**config.mk**
```make
export PLATFORM = sky130hd
export DESIGN_NAME = sr_rx
export DESIGN_NICKNAME = d
export VERILOG_FILES = /design/src/design/sr_pkg.sv /design/src/design/sr_rx.sv
export SDC_FILE = /design/constraint.sdc
export NUM_CORES = 1
export LEC_CHECK = 0
export BUFFER_PORTS_ARGS = -buffer_cell sky130_fd_sc_hd__buf_4
export CORE_MARGIN = 2
export CORE_UTILIZATION = 45
export DETAILED_ROUTE_END_ITERATION = 10
export GPL_TIMING_DRIVEN = 0
export PLACE_DENSITY_LB_ADDON = 0.15
export SYNTH_ARGS = -nofsm -noshare
export SYNTH_HDL_FRONTEND = slang
export SYNTH_SLANG_ARGS = --single-unit
```
**constraint.sdc**
```tcl
create_clock -name aclk -period 7.5 [get_ports aclk]
set_input_delay 2.25 -clock aclk [delete_from_list [all_inputs] [get_ports aclk]]
set_output_delay 2.25 -clock aclk [all_outputs]
set_load 0.01 [all_outputs]
```
**src/design/sr_pkg.sv**
```systemverilog
// constants, field layout and types of the serial receiver
package sr_pkg;
   // ************
   // register indices and byte addresses
   // ************
   localparam logic [1:0] IDX_BAUD = 2'h0;
   localparam logic [1:0] IDX_CTRL = 2'h1;
   localparam logic [1:0] IDX_STAT = 2'h2;
   localparam logic [1:0] IDX_DATA = 2'h3;
   localparam logic [4:0] ADDR_BAUD = 5'h00;
   localparam logic [4:0] ADDR_CTRL = 5'h04;
   localparam logic [4:0] ADDR_STAT = 5'h08;
   localparam logic [4:0] ADDR_DATA = 5'h0C;
   // ************
   // field positions
   // ************
   localparam int CTL_NINE = 12;
   localparam int CTL_WAKE = 11;
   localparam int CTL_POL = 10;
   localparam int CTL_RX_FULL_IRQ_ENABLE = 5;
   localparam int CTL_RE = 2;
   localparam int CTL_RWU = 1;
   localparam int ST_FULL = 13;
   localparam int ST_QUIET = 12;
   localparam int ST_OVR = 11;
   localparam int ST_NF = 10;
   localparam int ST_FE = 9;
   // ************
   // reset values
   // ************
   localparam logic [12:0] BAUD_RST = 13'h0040;
   localparam logic [15:0] CTRL_RST = 16'h0000;
   // ************
   // oversampling figures and bus response codes
   // ************
   localparam logic [4:0] RT_LAST = 5'h10;
   localparam logic [4:0] RT_V1 = 5'h03;
   localparam logic [4:0] RT_V2 = 5'h05;
   localparam logic [4:0] RT_V3 = 5'h07;
   localparam logic [4:0] RT_D1 = 5'h08;
   localparam logic [4:0] RT_D2 = 5'h09;
   localparam logic [4:0] RT_D3 = 5'h0A;
   localparam logic [7:0] IDLE_T8 = 8'hA0;
   localparam logic [7:0] IDLE_T9 = 8'hB0;
   localparam logic [1:0] RESP_OK = 2'h0;
   localparam logic [1:0] RESP_ERR = 2'h2;
   // ************
   // types
   // ************
   typedef enum logic [1:0] {
      RX_HUNT = 2'h0,
      RX_START = 2'h1,
      RX_DATA = 2'h3,
      RX_STOP = 2'h2
   } sr_rx_state_t;
   typedef struct packed {
      logic full;
      logic quiet;
      logic ovr;
      logic nf;
      logic fe;
   } sr_flags_t;
   typedef struct packed {
      logic done;
      logic fe;
      logic nf;
      logic [8:0] data;
   } sr_frame_t;
endpackage : sr_pkg

```
**src/design/sr_rx.sv**
```systemverilog
// serial receiver with oversampling, flags and register slave
//
// Chosen here: the register offsets and the AXI4-Lite slave port.
module sr_rx import sr_pkg::*; #(
   parameter int ADDR_W = 5
) (
   // clock and reset
   input wire logic aclk,
   input wire logic aresetn,
   // register bus write
   input wire logic [ADDR_W-1:0] s_axi_awaddr,
   input wire logic s_axi_awvalid,
   output logic s_axi_awready,
   input wire logic [31:0] s_axi_wdata,
   input wire logic [3:0] s_axi_wstrb,
   input wire logic s_axi_wvalid,
   output logic s_axi_wready,
   output logic [1:0] s_axi_bresp,
   output logic s_axi_bvalid,
   input wire logic s_axi_bready,
   // register bus read
   input wire logic [ADDR_W-1:0] s_axi_araddr,
   input wire logic s_axi_arvalid,
   output logic s_axi_arready,
   output logic [31:0] s_axi_rdata,
   output logic [1:0] s_axi_rresp,
   output logic s_axi_rvalid,
   input wire logic s_axi_rready,
   // serial line and interrupt
   input wire logic rx_pin,
   output logic rx_irq
);
   // ****************************************
   // helpers
   // ****************************************
   function automatic logic maj3(input logic [2:0] v);
      return (v[0] & v[1]) | (v[0] & v[2]) | (v[1] & v[2]);
   endfunction : maj3

   function automatic logic split3(input logic [2:0] v);
      return (v != 3'b000) && (v != 3'b111);
   endfunction : split3

   function automatic logic [15:0] merge16(input logic [15:0] old,
         input logic [31:0] d, input logic [3:0] strb);
      logic [15:0] r;
      r = old;
      if (strb[0]) begin
         r[7:0] = d[7:0];
      end
      if (strb[1]) begin
         r[15:8] = d[15:8];
      end
      return r;
   endfunction : merge16

   // ****************************************
   // declarations
   // ****************************************
   logic rx_meta_reg, rx_sync_reg;
   logic [12:0] baud_reg;
   logic [15:0] ctl_reg;
   logic [12:0] div_cnt_reg;
   logic tick_reg;
   sr_rx_state_t st_reg;
   logic [4:0] rt_reg;
   logic [3:0] bit_cnt_reg;
   logic [2:0] hist_reg, smp_reg;
   logic [8:0] shift_reg;
   logic noise_reg;
   logic [7:0] idle_cnt_reg;
   logic idle_reg;
   sr_frame_t frm_reg;
   sr_flags_t flg_reg;
   logic [8:0] data_reg;
   logic armed_reg;
   logic aw_have_reg, w_have_reg;
   logic [1:0] aw_idx_reg;
   logic aw_bad_reg;
   logic [31:0] wdata_reg;
   logic [3:0] wstrb_reg;
   logic awready_reg, wready_reg, bvalid_reg, arready_reg, rvalid_reg;
   logic [1:0] bresp_reg, rresp_reg;
   logic [31:0] rdata_reg;
   logic irq_reg;
   logic rx_s, fall, bit_end, nine, wake, rx_standby;
   logic [2:0] v3;
   logic wr_fire, ar_fire;
   logic [1:0] ar_idx;
   logic ar_bad;
   logic msb, deliver, wake_clr;
   logic [7:0] idle_len;

   // ****************************************
   // input synchroniser and decodes
   // ****************************************
   always_ff @(posedge aclk) begin
      if (!aresetn) begin
         rx_meta_reg <= 1'b1;
         rx_sync_reg <= 1'b1;
      end else begin
         rx_meta_reg <= rx_pin;
         rx_sync_reg <= rx_meta_reg;
      end
   end

   assign rx_s = rx_sync_reg ^ ctl_reg[CTL_POL];
   assign nine = ctl_reg[CTL_NINE];
   assign wake = ctl_reg[CTL_WAKE];
   assign rx_standby = ctl_reg[CTL_RWU];
   assign v3 = {smp_reg[1:0], rx_s};
   assign fall = hist_reg[0] & ~rx_s;
   assign bit_end = (rt_reg == RT_LAST) || ((rt_reg > RT_D3) && fall);
   assign idle_len = nine ? IDLE_T9 : IDLE_T8;
   assign wr_fire = aw_have_reg & w_have_reg & ~bvalid_reg;
   assign ar_fire = s_axi_arvalid & arready_reg;
   assign ar_idx = s_axi_araddr[3:2];
   assign ar_bad = (s_axi_araddr[ADDR_W-1:4] != '0);
   assign msb = nine ? frm_reg.data[8] : frm_reg.data[7];
   // standby frames only pass when they carry the address mark
   assign deliver = frm_reg.done && (!rx_standby || (wake && msb));
   assign wake_clr = (frm_reg.done && rx_standby && wake && msb)
      || (idle_reg && rx_standby && !wake);

   // ****************************************
   // oversampling tick divider
   // ****************************************
   always_ff @(posedge aclk) begin
      if (!aresetn) begin
         div_cnt_reg <= 13'h0000;
         tick_reg <= 1'b0;
      end else if (!ctl_reg[CTL_RE] || baud_reg == 13'h0000) begin
         div_cnt_reg <= 13'h0000;
         tick_reg <= 1'b0;
      end else if (div_cnt_reg >= baud_reg - 13'h0001) begin
         div_cnt_reg <= 13'h0000;
         tick_reg <= 1'b1;
      end else begin
         div_cnt_reg <= div_cnt_reg + 13'h0001;
         tick_reg <= 1'b0;
      end
   end

   // ****************************************
   // frame recovery
   // ****************************************
   always_ff @(posedge aclk) begin
      if (!aresetn) begin
         st_reg <= RX_HUNT;
         rt_reg <= 5'h00;
         bit_cnt_reg <= 4'h0;
         hist_reg <= 3'b000;
         smp_reg <= 3'b000;
         shift_reg <= 9'h000;
         noise_reg <= 1'b0;
         frm_reg <= '0;
      end else begin
         frm_reg.done <= 1'b0;
         if (tick_reg) begin
            hist_reg <= {hist_reg[1:0], rx_s};
            if (st_reg != RX_HUNT && rt_reg != RT_LAST) begin
               rt_reg <= rt_reg + 5'h01;
            end
            case (st_reg)
               RX_HUNT: begin
                  if (!flg_reg.fe && hist_reg == 3'b111 && !rx_s) begin
                     st_reg <= RX_START;
                     rt_reg <= 5'h01;
                     noise_reg <= 1'b0;
                  end
               end
               RX_START: begin
                  if (rt_reg == RT_V1 || rt_reg == RT_V2 || rt_reg == RT_V3
                        || rt_reg == RT_D1 || rt_reg == RT_D2) begin
                     smp_reg <= v3;
                  end
                  if (rt_reg == RT_V3) begin
                     if (maj3(v3)) begin
                        st_reg <= RX_HUNT;
                        rt_reg <= 5'h00;
                        hist_reg <= 3'b000;
                     end else if (v3 != 3'b000) begin
                        noise_reg <= 1'b1;
                     end
                  end else if (rt_reg == RT_D3 && v3 != 3'b000) begin
                     noise_reg <= 1'b1;
                  end else if (bit_end) begin
                     st_reg <= RX_DATA;
                     rt_reg <= 5'h01;
                     bit_cnt_reg <= 4'h0;
                  end
               end
               RX_DATA: begin
                  if (rt_reg == RT_D1 || rt_reg == RT_D2) begin
                     smp_reg <= v3;
                  end
                  if (rt_reg == RT_D3) begin
                     shift_reg <= {maj3(v3), shift_reg[8:1]};
                     if (split3(v3)) begin
                        noise_reg <= 1'b1;
                     end
                  end else if (bit_end) begin
                     rt_reg <= 5'h01;
                     bit_cnt_reg <= bit_cnt_reg + 4'h1;
                     if (bit_cnt_reg == (nine ? 4'h8 : 4'h7)) begin
                        st_reg <= RX_STOP;
                     end
                  end
               end
               RX_STOP: begin
                  if (rt_reg == RT_D1 || rt_reg == RT_D2) begin
                     smp_reg <= v3;
                  end
                  if (rt_reg == RT_D3) begin
                     st_reg <= RX_HUNT;
                     rt_reg <= 5'h00;
                     frm_reg.done <= 1'b1;
                     frm_reg.fe <= ~maj3(v3);
                     frm_reg.nf <= noise_reg | split3(v3);
                     frm_reg.data <= nine ? shift_reg : {1'b0, shift_reg[8:1]};
                  end
               end
               default: begin
                  st_reg <= RX_HUNT;
               end
            endcase
         end
      end
   end

   // ****************************************
   // idle line detection
   // ****************************************
   always_ff @(posedge aclk) begin
      if (!aresetn) begin
         idle_cnt_reg <= 8'h00;
         idle_reg <= 1'b0;
      end else begin
         idle_reg <= 1'b0;
         if (tick_reg) begin
            if (!rx_s || st_reg != RX_HUNT) begin
               idle_cnt_reg <= 8'h00;
            end else if (idle_cnt_reg == idle_len - 8'h01) begin
               idle_cnt_reg <= idle_cnt_reg + 8'h01;
               idle_reg <= 1'b1;
            end else if (idle_cnt_reg < idle_len) begin
               idle_cnt_reg <= idle_cnt_reg + 8'h01;
            end
         end
      end
   end

   // ****************************************
   // status flags and received data
   // ****************************************
   always_ff @(posedge aclk) begin
      if (!aresetn) begin
         flg_reg <= '0;
         data_reg <= 9'h000;
         armed_reg <= 1'b0;
      end else begin
         if (ar_fire && !ar_bad && ar_idx == IDX_STAT) begin
            armed_reg <= 1'b1;
         end
         if (ar_fire && !ar_bad && ar_idx == IDX_DATA && armed_reg) begin
            flg_reg.full <= 1'b0;
            armed_reg <= 1'b0;
         end
         if (wr_fire && !aw_bad_reg && aw_idx_reg == IDX_STAT && armed_reg) begin
            flg_reg.fe <= 1'b0;
            flg_reg.nf <= 1'b0;
            flg_reg.ovr <= 1'b0;
            armed_reg <= 1'b0;
         end
         if (idle_reg && !(rx_standby && !wake)) begin
            flg_reg.quiet <= 1'b1;
         end
         if (frm_reg.done) begin
            flg_reg.quiet <= 1'b0;
         end
         if (deliver) begin
            if (flg_reg.full) begin
               flg_reg.ovr <= 1'b1;
            end else begin
               data_reg <= frm_reg.data;
            end
            flg_reg.full <= 1'b1;
            if (frm_reg.fe) begin
               flg_reg.fe <= 1'b1;
            end
            if (frm_reg.nf) begin
               flg_reg.nf <= 1'b1;
            end
         end
      end
   end

   // ****************************************
   // baud and control registers
   // ****************************************
   always_ff @(posedge aclk) begin
      if (!aresetn) begin
         baud_reg <= BAUD_RST;
         ctl_reg <= CTRL_RST;
      end else begin
         if (wake_clr) begin
            ctl_reg[CTL_RWU] <= 1'b0;
         end
         if (wr_fire && !aw_bad_reg && aw_idx_reg == IDX_CTRL) begin
            ctl_reg <= merge16(ctl_reg, wdata_reg, wstrb_reg);
         end
         if (wr_fire && !aw_bad_reg && aw_idx_reg == IDX_BAUD) begin
            baud_reg <= 13'(merge16({3'b000, baud_reg}, wdata_reg, wstrb_reg));
         end
      end
   end

   // ****************************************
   // interrupt request
   // ****************************************
   always_ff @(posedge aclk) begin
      if (!aresetn) begin
         irq_reg <= 1'b0;
      end else begin
         irq_reg <= flg_reg.full & ctl_reg[CTL_RX_FULL_IRQ_ENABLE] & ~rx_standby;
      end
   end

   // ****************************************
   // bus write channels
   // ****************************************
   always_ff @(posedge aclk) begin
      if (!aresetn) begin
         aw_have_reg <= 1'b0;
         w_have_reg <= 1'b0;
         aw_idx_reg <= 2'h0;
         aw_bad_reg <= 1'b0;
         wdata_reg <= 32'h00000000;
         wstrb_reg <= 4'h0;
         awready_reg <= 1'b1;
         wready_reg <= 1'b1;
         bvalid_reg <= 1'b0;
         bresp_reg <= RESP_OK;
      end else begin
         if (s_axi_awvalid && awready_reg) begin
            aw_have_reg <= 1'b1;
            aw_idx_reg <= s_axi_awaddr[3:2];
            aw_bad_reg <= (s_axi_awaddr[ADDR_W-1:4] != '0);
            awready_reg <= 1'b0;
         end
         if (s_axi_wvalid && wready_reg) begin
            w_have_reg <= 1'b1;
            wdata_reg <= s_axi_wdata;
            wstrb_reg <= s_axi_wstrb;
            wready_reg <= 1'b0;
         end
         if (wr_fire) begin
            aw_have_reg <= 1'b0;
            w_have_reg <= 1'b0;
            bvalid_reg <= 1'b1;
            bresp_reg <= aw_bad_reg ? RESP_ERR : RESP_OK;
         end
         if (bvalid_reg && s_axi_bready) begin
            bvalid_reg <= 1'b0;
            awready_reg <= 1'b1;
            wready_reg <= 1'b1;
         end
      end
   end

   // ****************************************
   // bus read channels
   // ****************************************
   always_ff @(posedge aclk) begin
      if (!aresetn) begin
         arready_reg <= 1'b1;
         rvalid_reg <= 1'b0;
         rdata_reg <= 32'h00000000;
         rresp_reg <= RESP_OK;
      end else begin
         if (ar_fire) begin
            arready_reg <= 1'b0;
            rvalid_reg <= 1'b1;
            rresp_reg <= ar_bad ? RESP_ERR : RESP_OK;
            rdata_reg <= 32'h00000000;
            if (!ar_bad) begin
               case (ar_idx)
                  IDX_BAUD: rdata_reg <= {19'h00000, baud_reg};
                  IDX_CTRL: rdata_reg <= {16'h0000, ctl_reg};
                  IDX_STAT: begin
                     rdata_reg[ST_FULL] <= flg_reg.full;
                     rdata_reg[ST_QUIET] <= flg_reg.quiet;
                     rdata_reg[ST_OVR] <= flg_reg.ovr;
                     rdata_reg[ST_NF] <= flg_reg.nf;
                     rdata_reg[ST_FE] <= flg_reg.fe;
                  end
                  IDX_DATA: rdata_reg <= {23'h000000, data_reg};
                  default: rdata_reg <= 32'h00000000;
               endcase
            end
         end else if (rvalid_reg && s_axi_rready) begin
            rvalid_reg <= 1'b0;
            arready_reg <= 1'b1;
         end
      end
   end

   // ****************************************
   // outputs
   // ****************************************
   assign s_axi_awready = awready_reg;
   assign s_axi_wready = wready_reg;
   assign s_axi_bvalid = bvalid_reg;
   assign s_axi_bresp = bresp_reg;
   assign s_axi_arready = arready_reg;
   assign s_axi_rvalid = rvalid_reg;
   assign s_axi_rdata = rdata_reg;
   assign s_axi_rresp = rresp_reg;
   assign rx_irq = irq_reg;
endmodule : sr_rx

```
After elaboration in Yosys (flattened, before gate mapping)
Cells that the tools add are included.
{"block": "totals", "elab_cells": 262, "register_bits": 172, "output_inout_bits": 42, "input_bits": 54}
{"block": "op_classes", "muxes": 69, "n_bitwise": 20, "reduce_logical": 81, "addsub": 6, "eq_ne": 39, "magnitude_cmp": 3}
{"operator": "5-bit two-way mux", "n": 9}
{"operator": "5-bit one-hot mux with 4 select lines", "n": 2}
{"operator": "2-bit two-way mux", "n": 16}
{"operator": "1-bit logical AND", "n": 28}
{"operator": "9-bit one-hot mux with 3 select lines", "n": 1}
{"operator": "4-bit two-way mux", "n": 6}
{"operator": "8-bit two-way mux", "n": 3}
{"operator": "2-bit != test, second input constant", "n": 12}
{"operator": "3-bit != test, second input constant", "n": 7}
{"operator": "1-bit two-way mux", "n": 20}
{"operator": "16-bit two-way mux", "n": 1}
{"operator": "5-bit by 4-bit equality test with 1-bit output, second input constant", "n": 3}
{"operator": "3-bit two-way mux", "n": 5}
{"operator": "2-bit AND reduction", "n": 7}
{"operator": "13-bit by 1-bit adder with 13-bit output, second input constant", "n": 1}
{"operator": "13-bit greater-or-equal comparator", "n": 1}
{"operator": "13-bit zero test", "n": 1}
{"operator": "13-bit by 1-bit subtractor with 13-bit output, second input constant", "n": 1}
{"operator": "12-bit two-way mux", "n": 1}
{"operator": "2-bit nonzero test", "n": 6}
{"operator": "2-bit equality test, second input constant", "n": 5}
{"operator": "5-bit by 3-bit equality test with 1-bit output, second input constant", "n": 2}
{"operator": "1-bit logical OR", "n": 10}
{"operator": "2-bit OR reduction", "n": 5}
{"operator": "other kinds (32)", "n": 65}

Depth between registers and ports, before layout
{"block": "logic_depth", "ltp_word": 9, "depth_mapped": 13, "depth_no_buf": 12}

Worst setup path before layout
Ideal clock, no wire load.
{"block": "synth_timing", "path_kind": "input port to flip-flop", "from": "input port s_axi_araddr[2]", "to": "register rdata_reg[3] (netlist: s_axi_rdata[3])", "slack_ns": 4.098, "setup_ns": 0.118, "path_buffers": 2, "path_stages": 6, "required_time_ns": 7.382, "arrival_ns": 3.284, "path_cell_list": "clkbuf_1 buf_2 mux2i_1 o21ai_0 a22oi_1 nor2b_1"}
{"block": "synth_between", "elab_chain_cells": 3, "word_cells_on_any_way": 5, "classes_between": "eq/ne: 2; mux: 2; reduce/logical: 1"}
{"item": "from (decl)", "line_no": "sr_rx.sv:22", "rtl": "input wire logic [ADDR_W-1:0] s_axi_araddr,"}
{"item": "2-bit equality test (tied with other cells)", "line_no": "sr_rx.sv:387", "rtl": "case (ar_idx)"}
{"item": "9-bit one-hot mux with 3 select lines (*)", "line_no": "sr_rx.sv:387"}
{"item": "16-bit two-way mux (*)", "line_no": "sr_rx.sv:386", "rtl": "if (!ar_bad) begin"}
{"item": "to (signal assigned)", "line_no": "sr_rx.sv:388", "rtl": "IDX_BAUD: rdata_reg <= {19'h00000, baud_reg};"}
{"item": "to (signal assigned)", "line_no": "sr_rx.sv:389", "rtl": "IDX_CTRL: rdata_reg <= {16'h0000, ctl_reg};"}
{"item": "to (signal, indexed assignment)", "line_no": "sr_rx.sv:391", "rtl": "rdata_reg[ST_FULL] <= flg_reg.full;"}
{"item": "to (decl)", "line_no": "sr_rx.sv:84", "rtl": "logic [31:0] rdata_reg;"}
Mark *: on every way between the ends. The rest lies on a longest branch, timed or not.
A chain may end at the register's enable or synchronous reset.

Worst setup path after layout
{"block": "layout_timing", "from": "input port aresetn", "to": "register arready_reg (netlist: s_axi_arready)"}
{"item": "from (decl)", "line_no": "sr_rx.sv:9", "rtl": "input wire logic aresetn,"}
{"item": "to (signal assigned)", "line_no": "sr_rx.sv:376", "rtl": "arready_reg <= 1'b1;"}
{"item": "to (signal assigned)", "line_no": "sr_rx.sv:382", "rtl": "arready_reg <= 1'b0;"}
{"item": "to (signal assigned)", "line_no": "sr_rx.sv:403", "rtl": "arready_reg <= 1'b1;"}
{"item": "to (decl)", "line_no": "sr_rx.sv:82", "rtl": "logic awready_reg, wready_reg, bvalid_reg, arready_reg, rvalid_reg;"}
No word-level cell between the ends.

==> impl_metrics.yaml <==
logic_synthesis:
  syn_avg_cell_area_um2: 8.74
  yosysMostFrequentCell: "dfxtp_1"
  ys_top_cells_by_area: "dfxtp_1, nand2_1, a21boi_0"
  synth.top_cells.by_count: "dfxtp_1, nand2_1, a21boi_0"
  synth_top_area_cell: "dfxtp_1"
  synth_ff_type: "dfxtp_1"
  synth_cells: 848
  yosysTopAreaCellShare_pct: 41.6
  synth-seq-cells: 154
  ys_warn_count: 0
  synth_area_um2: 7410
  synth_edf_count: 0
  seq_area_frac_synth_pct: 41.6
  async_reset_ff_share_pct: 0
  ys_types: 60
worst_hold_path:
  hold_start: "rx_meta_reg"
  min_path_cells: 1
  worstHoldPathType: "reg2reg"
  whs_endpoint: "rx_sync_reg"
clock_network:
  clock_latency_ps: 430
  numCtsBuffers: 17
  cts_tree: "yes"
  post_cts_buffers: 0
  postCtsHoldBufs: 0
  cts_sinks: 154
  clkTransAtPathRegs_ps: 60
  root_buffer: "clkbuf_16"
  htreeDepth: 4
  cts_resized: 0
  clockBufferDepth: 2
pwr:
  pwr-share-seq_pct: 44.9
  pwr-share-clk_pct: 50.1
  power_density_nw_per_um2: 213
  p_switching_w: 0.000419
  sw_frac_of_total_pct: 22.5
  leakagePower_nw: 3.47
  power_frac_comb_pct: 5.0
  internal-power_w: 0.00145
  ir_worst_vdd_uv: 171
worst_setup_path:
  worstRegToRegCells: 13
  reg2reg_from: "baud_reg[2]"
  worstPathMaxFanout: 10
  r2r_slack_ps: 4430
  cp-end-kind: "flip-flop"
  cp_data_required_time_ps: 7760
  crit_arrival_ps: 4020
  start_kind: "primary input"
  worstSetupPathType: "in2reg"
  reg2reg_to: "div_cnt_reg[1]"
floorplanning:
  die_area_um2: 17500
  dieWidth_um: 132
  die_height_um: 132
  io_pins: 96
  coreArea_um2: 16000
  start_util_pct: 46.3
  rows: 46
sta:
  tightestPinTransition_ps: 954
  clock.fmax_mhz: 266
  timing.final.crit_share_pct: 50.0
  hold_viol: 0
  relSlewSlack_pct: 36.2
  hold-worst-slack_ps: 414
  setup_viol_count_final: 0
  rsz0062_at_grt: "no"
  drv_slew: 0
  fin_skew_ps: 6.85
  worst_slack_ps: 3750
  tns_ps: 0
  period_needed_ps: 3750
placed_design:
  place.detailed.hpwl_um: 13300
  dpl_worst_slack_ps: 3380
  io_buffers: 53
  routabilityCongestion: 0.872
  placed_area_um2: 8140
routing:
  wl_per_cell_um: 15.7
  routed_via_density: 5.22
  ant_nets: 0
  dr.pass1.iters: 5
  first_iter_violations: 533
  drc: 0
  via_count: 6088
  wl_um: 18300
final_layout:
  drive_gt1_share_pct: 13.4
  syn2layout_area_growth_pct: 18.6
  final_net_count: 1014
  fin_area_um2: 8780
  diodes: 0
  fill_cells: 1556
status:
  outcome: "finished, final reports clean"
global_routing:
  grt_pass1_wl_um: 29900
  antenna_found_initial: 0
  grt_pass1_vias: 5750
  grt_overflow: 0
  grt.total_usage_pct: 21.5
  grt_max_degree: 17
flow_run:
  drv_cap: 0
layout by cell type (no fill, tap or decap), drive strengths merged, types with 3 or more instances in the layout:
| master | Yosys | final |
|---|---|---|
| a31oi | 7 | 7 |
| bufinv | 0 | 4 |
| nand3 | 46 | 46 |
| a21boi | 63 | 63 |
| nand3b | 4 | 4 |
| o211ai | 4 | 4 |
| buf | 32 | 85 |
| xnor2 | 16 | 16 |
| a22oi | 14 | 14 |
| nor4 | 8 | 8 |
| a21o | 5 | 5 |
| nand2b | 14 | 14 |
| o22ai | 3 | 3 |
| and3 | 5 | 5 |
| mux2i | 42 | 42 |
| or3 | 7 | 7 |
| dfxtp | 154 | 154 |
| clkbuf | 32 | 52 |
| nand2 | 130 | 130 |
| inv | 21 | 24 |
| nor4b | 3 | 3 |
| o21ai | 31 | 31 |
| nor3 | 12 | 12 |
| a21oi | 19 | 19 |
| and2 | 8 | 8 |
| o21a | 4 | 4 |
| nand4 | 11 | 11 |
| ha | 23 | 23 |
| nor2b | 43 | 43 |
| clkinvlp | 0 | 3 |
| xor2 | 14 | 14 |
| nor2 | 39 | 39 |
| a22o | 4 | 4 |
| o211a | 10 | 10 |
| conb | 1 | 18 |
layer usage:
metal  global-route usage [%]  part of all wire [%]
met5                        0                     0
met4                     9.08                   2.8
met3                     3.46                   4.3
met2                     33.3                    43
met1                     29.9                    49
metrics by stage:
stage	utilization, %	total power (W)	std cells
after floorplan	-	0.000910	865
after global routing	54.9	0.00192	1166
after global placement	50.9	0.000949	1134
after detailed placement	50.9	0.000950	1134
final	54.9	0.00187	1166
after CTS	54.9	0.00188	1166
power groups by stage:
| stage | clock network [W] | logic (W) | registers [W] |
|---|---|---|---|
| floorplan | 0 | 0.0000561 | 0.000854 |
| global placement | 0 | 0.0000930 | 0.000856 |
| detailed placement | 0 | 0.0000937 | 0.000856 |
| CTS | 0.000947 | 0.0000938 | 0.000838 |
| global route | 0.000977 | 0.000102 | 0.000839 |
| finish | 0.000935 | 0.0000937 | 0.000838 |
cell families after synthesis:
family,count (synthesis),share of synthesized area [%]
xor+xnor,30,3.65
flops,154,41.6
compound gates,172,16.2
simple gates,339,23.1
other cells,1,0.0506
fa+ha+maj,24,4.02
buf+inv,85,5.54
mux,43,5.83
critical path: stages:
cell and delay, ps:
clkbuf_1 380, clkbuf_1 570, clkbuf_1 600, o21ai_0 200
area by class of cell:
class	instances	area, um2	area share, %
plain buffers	64	332	3.77
clock buffers	20	457	5.20
clock inverters	12	186	2.12
inverters	21	78.8	0.897
multi-input cells	626	3980	45.3
flip-flops and latches	154	3080	35.1
well taps	216	270	3.08
repair buffers	53	398	4.53
how the worst max path moves through the flow:
stage / from / endpoint / slack, ps / cells past startpoint
6_report: aresetn / s_axi_arready / 3750 / 4
5_1_grt: aresetn / s_axi_arready / 3710 / 4
4_1_cts: aresetn / s_axi_arready / 3800 / 4
3_5_place_dp: aresetn / s_axi_arready / 3380 / 4
3_3_place_gp: aresetn / s_axi_arready / 3420 / 4
2_1_floorplan: s_axi_araddr[2] / s_axi_rdata[3] / 4100 / 6
No activity file was read; power rests on OpenSTA's default activity.
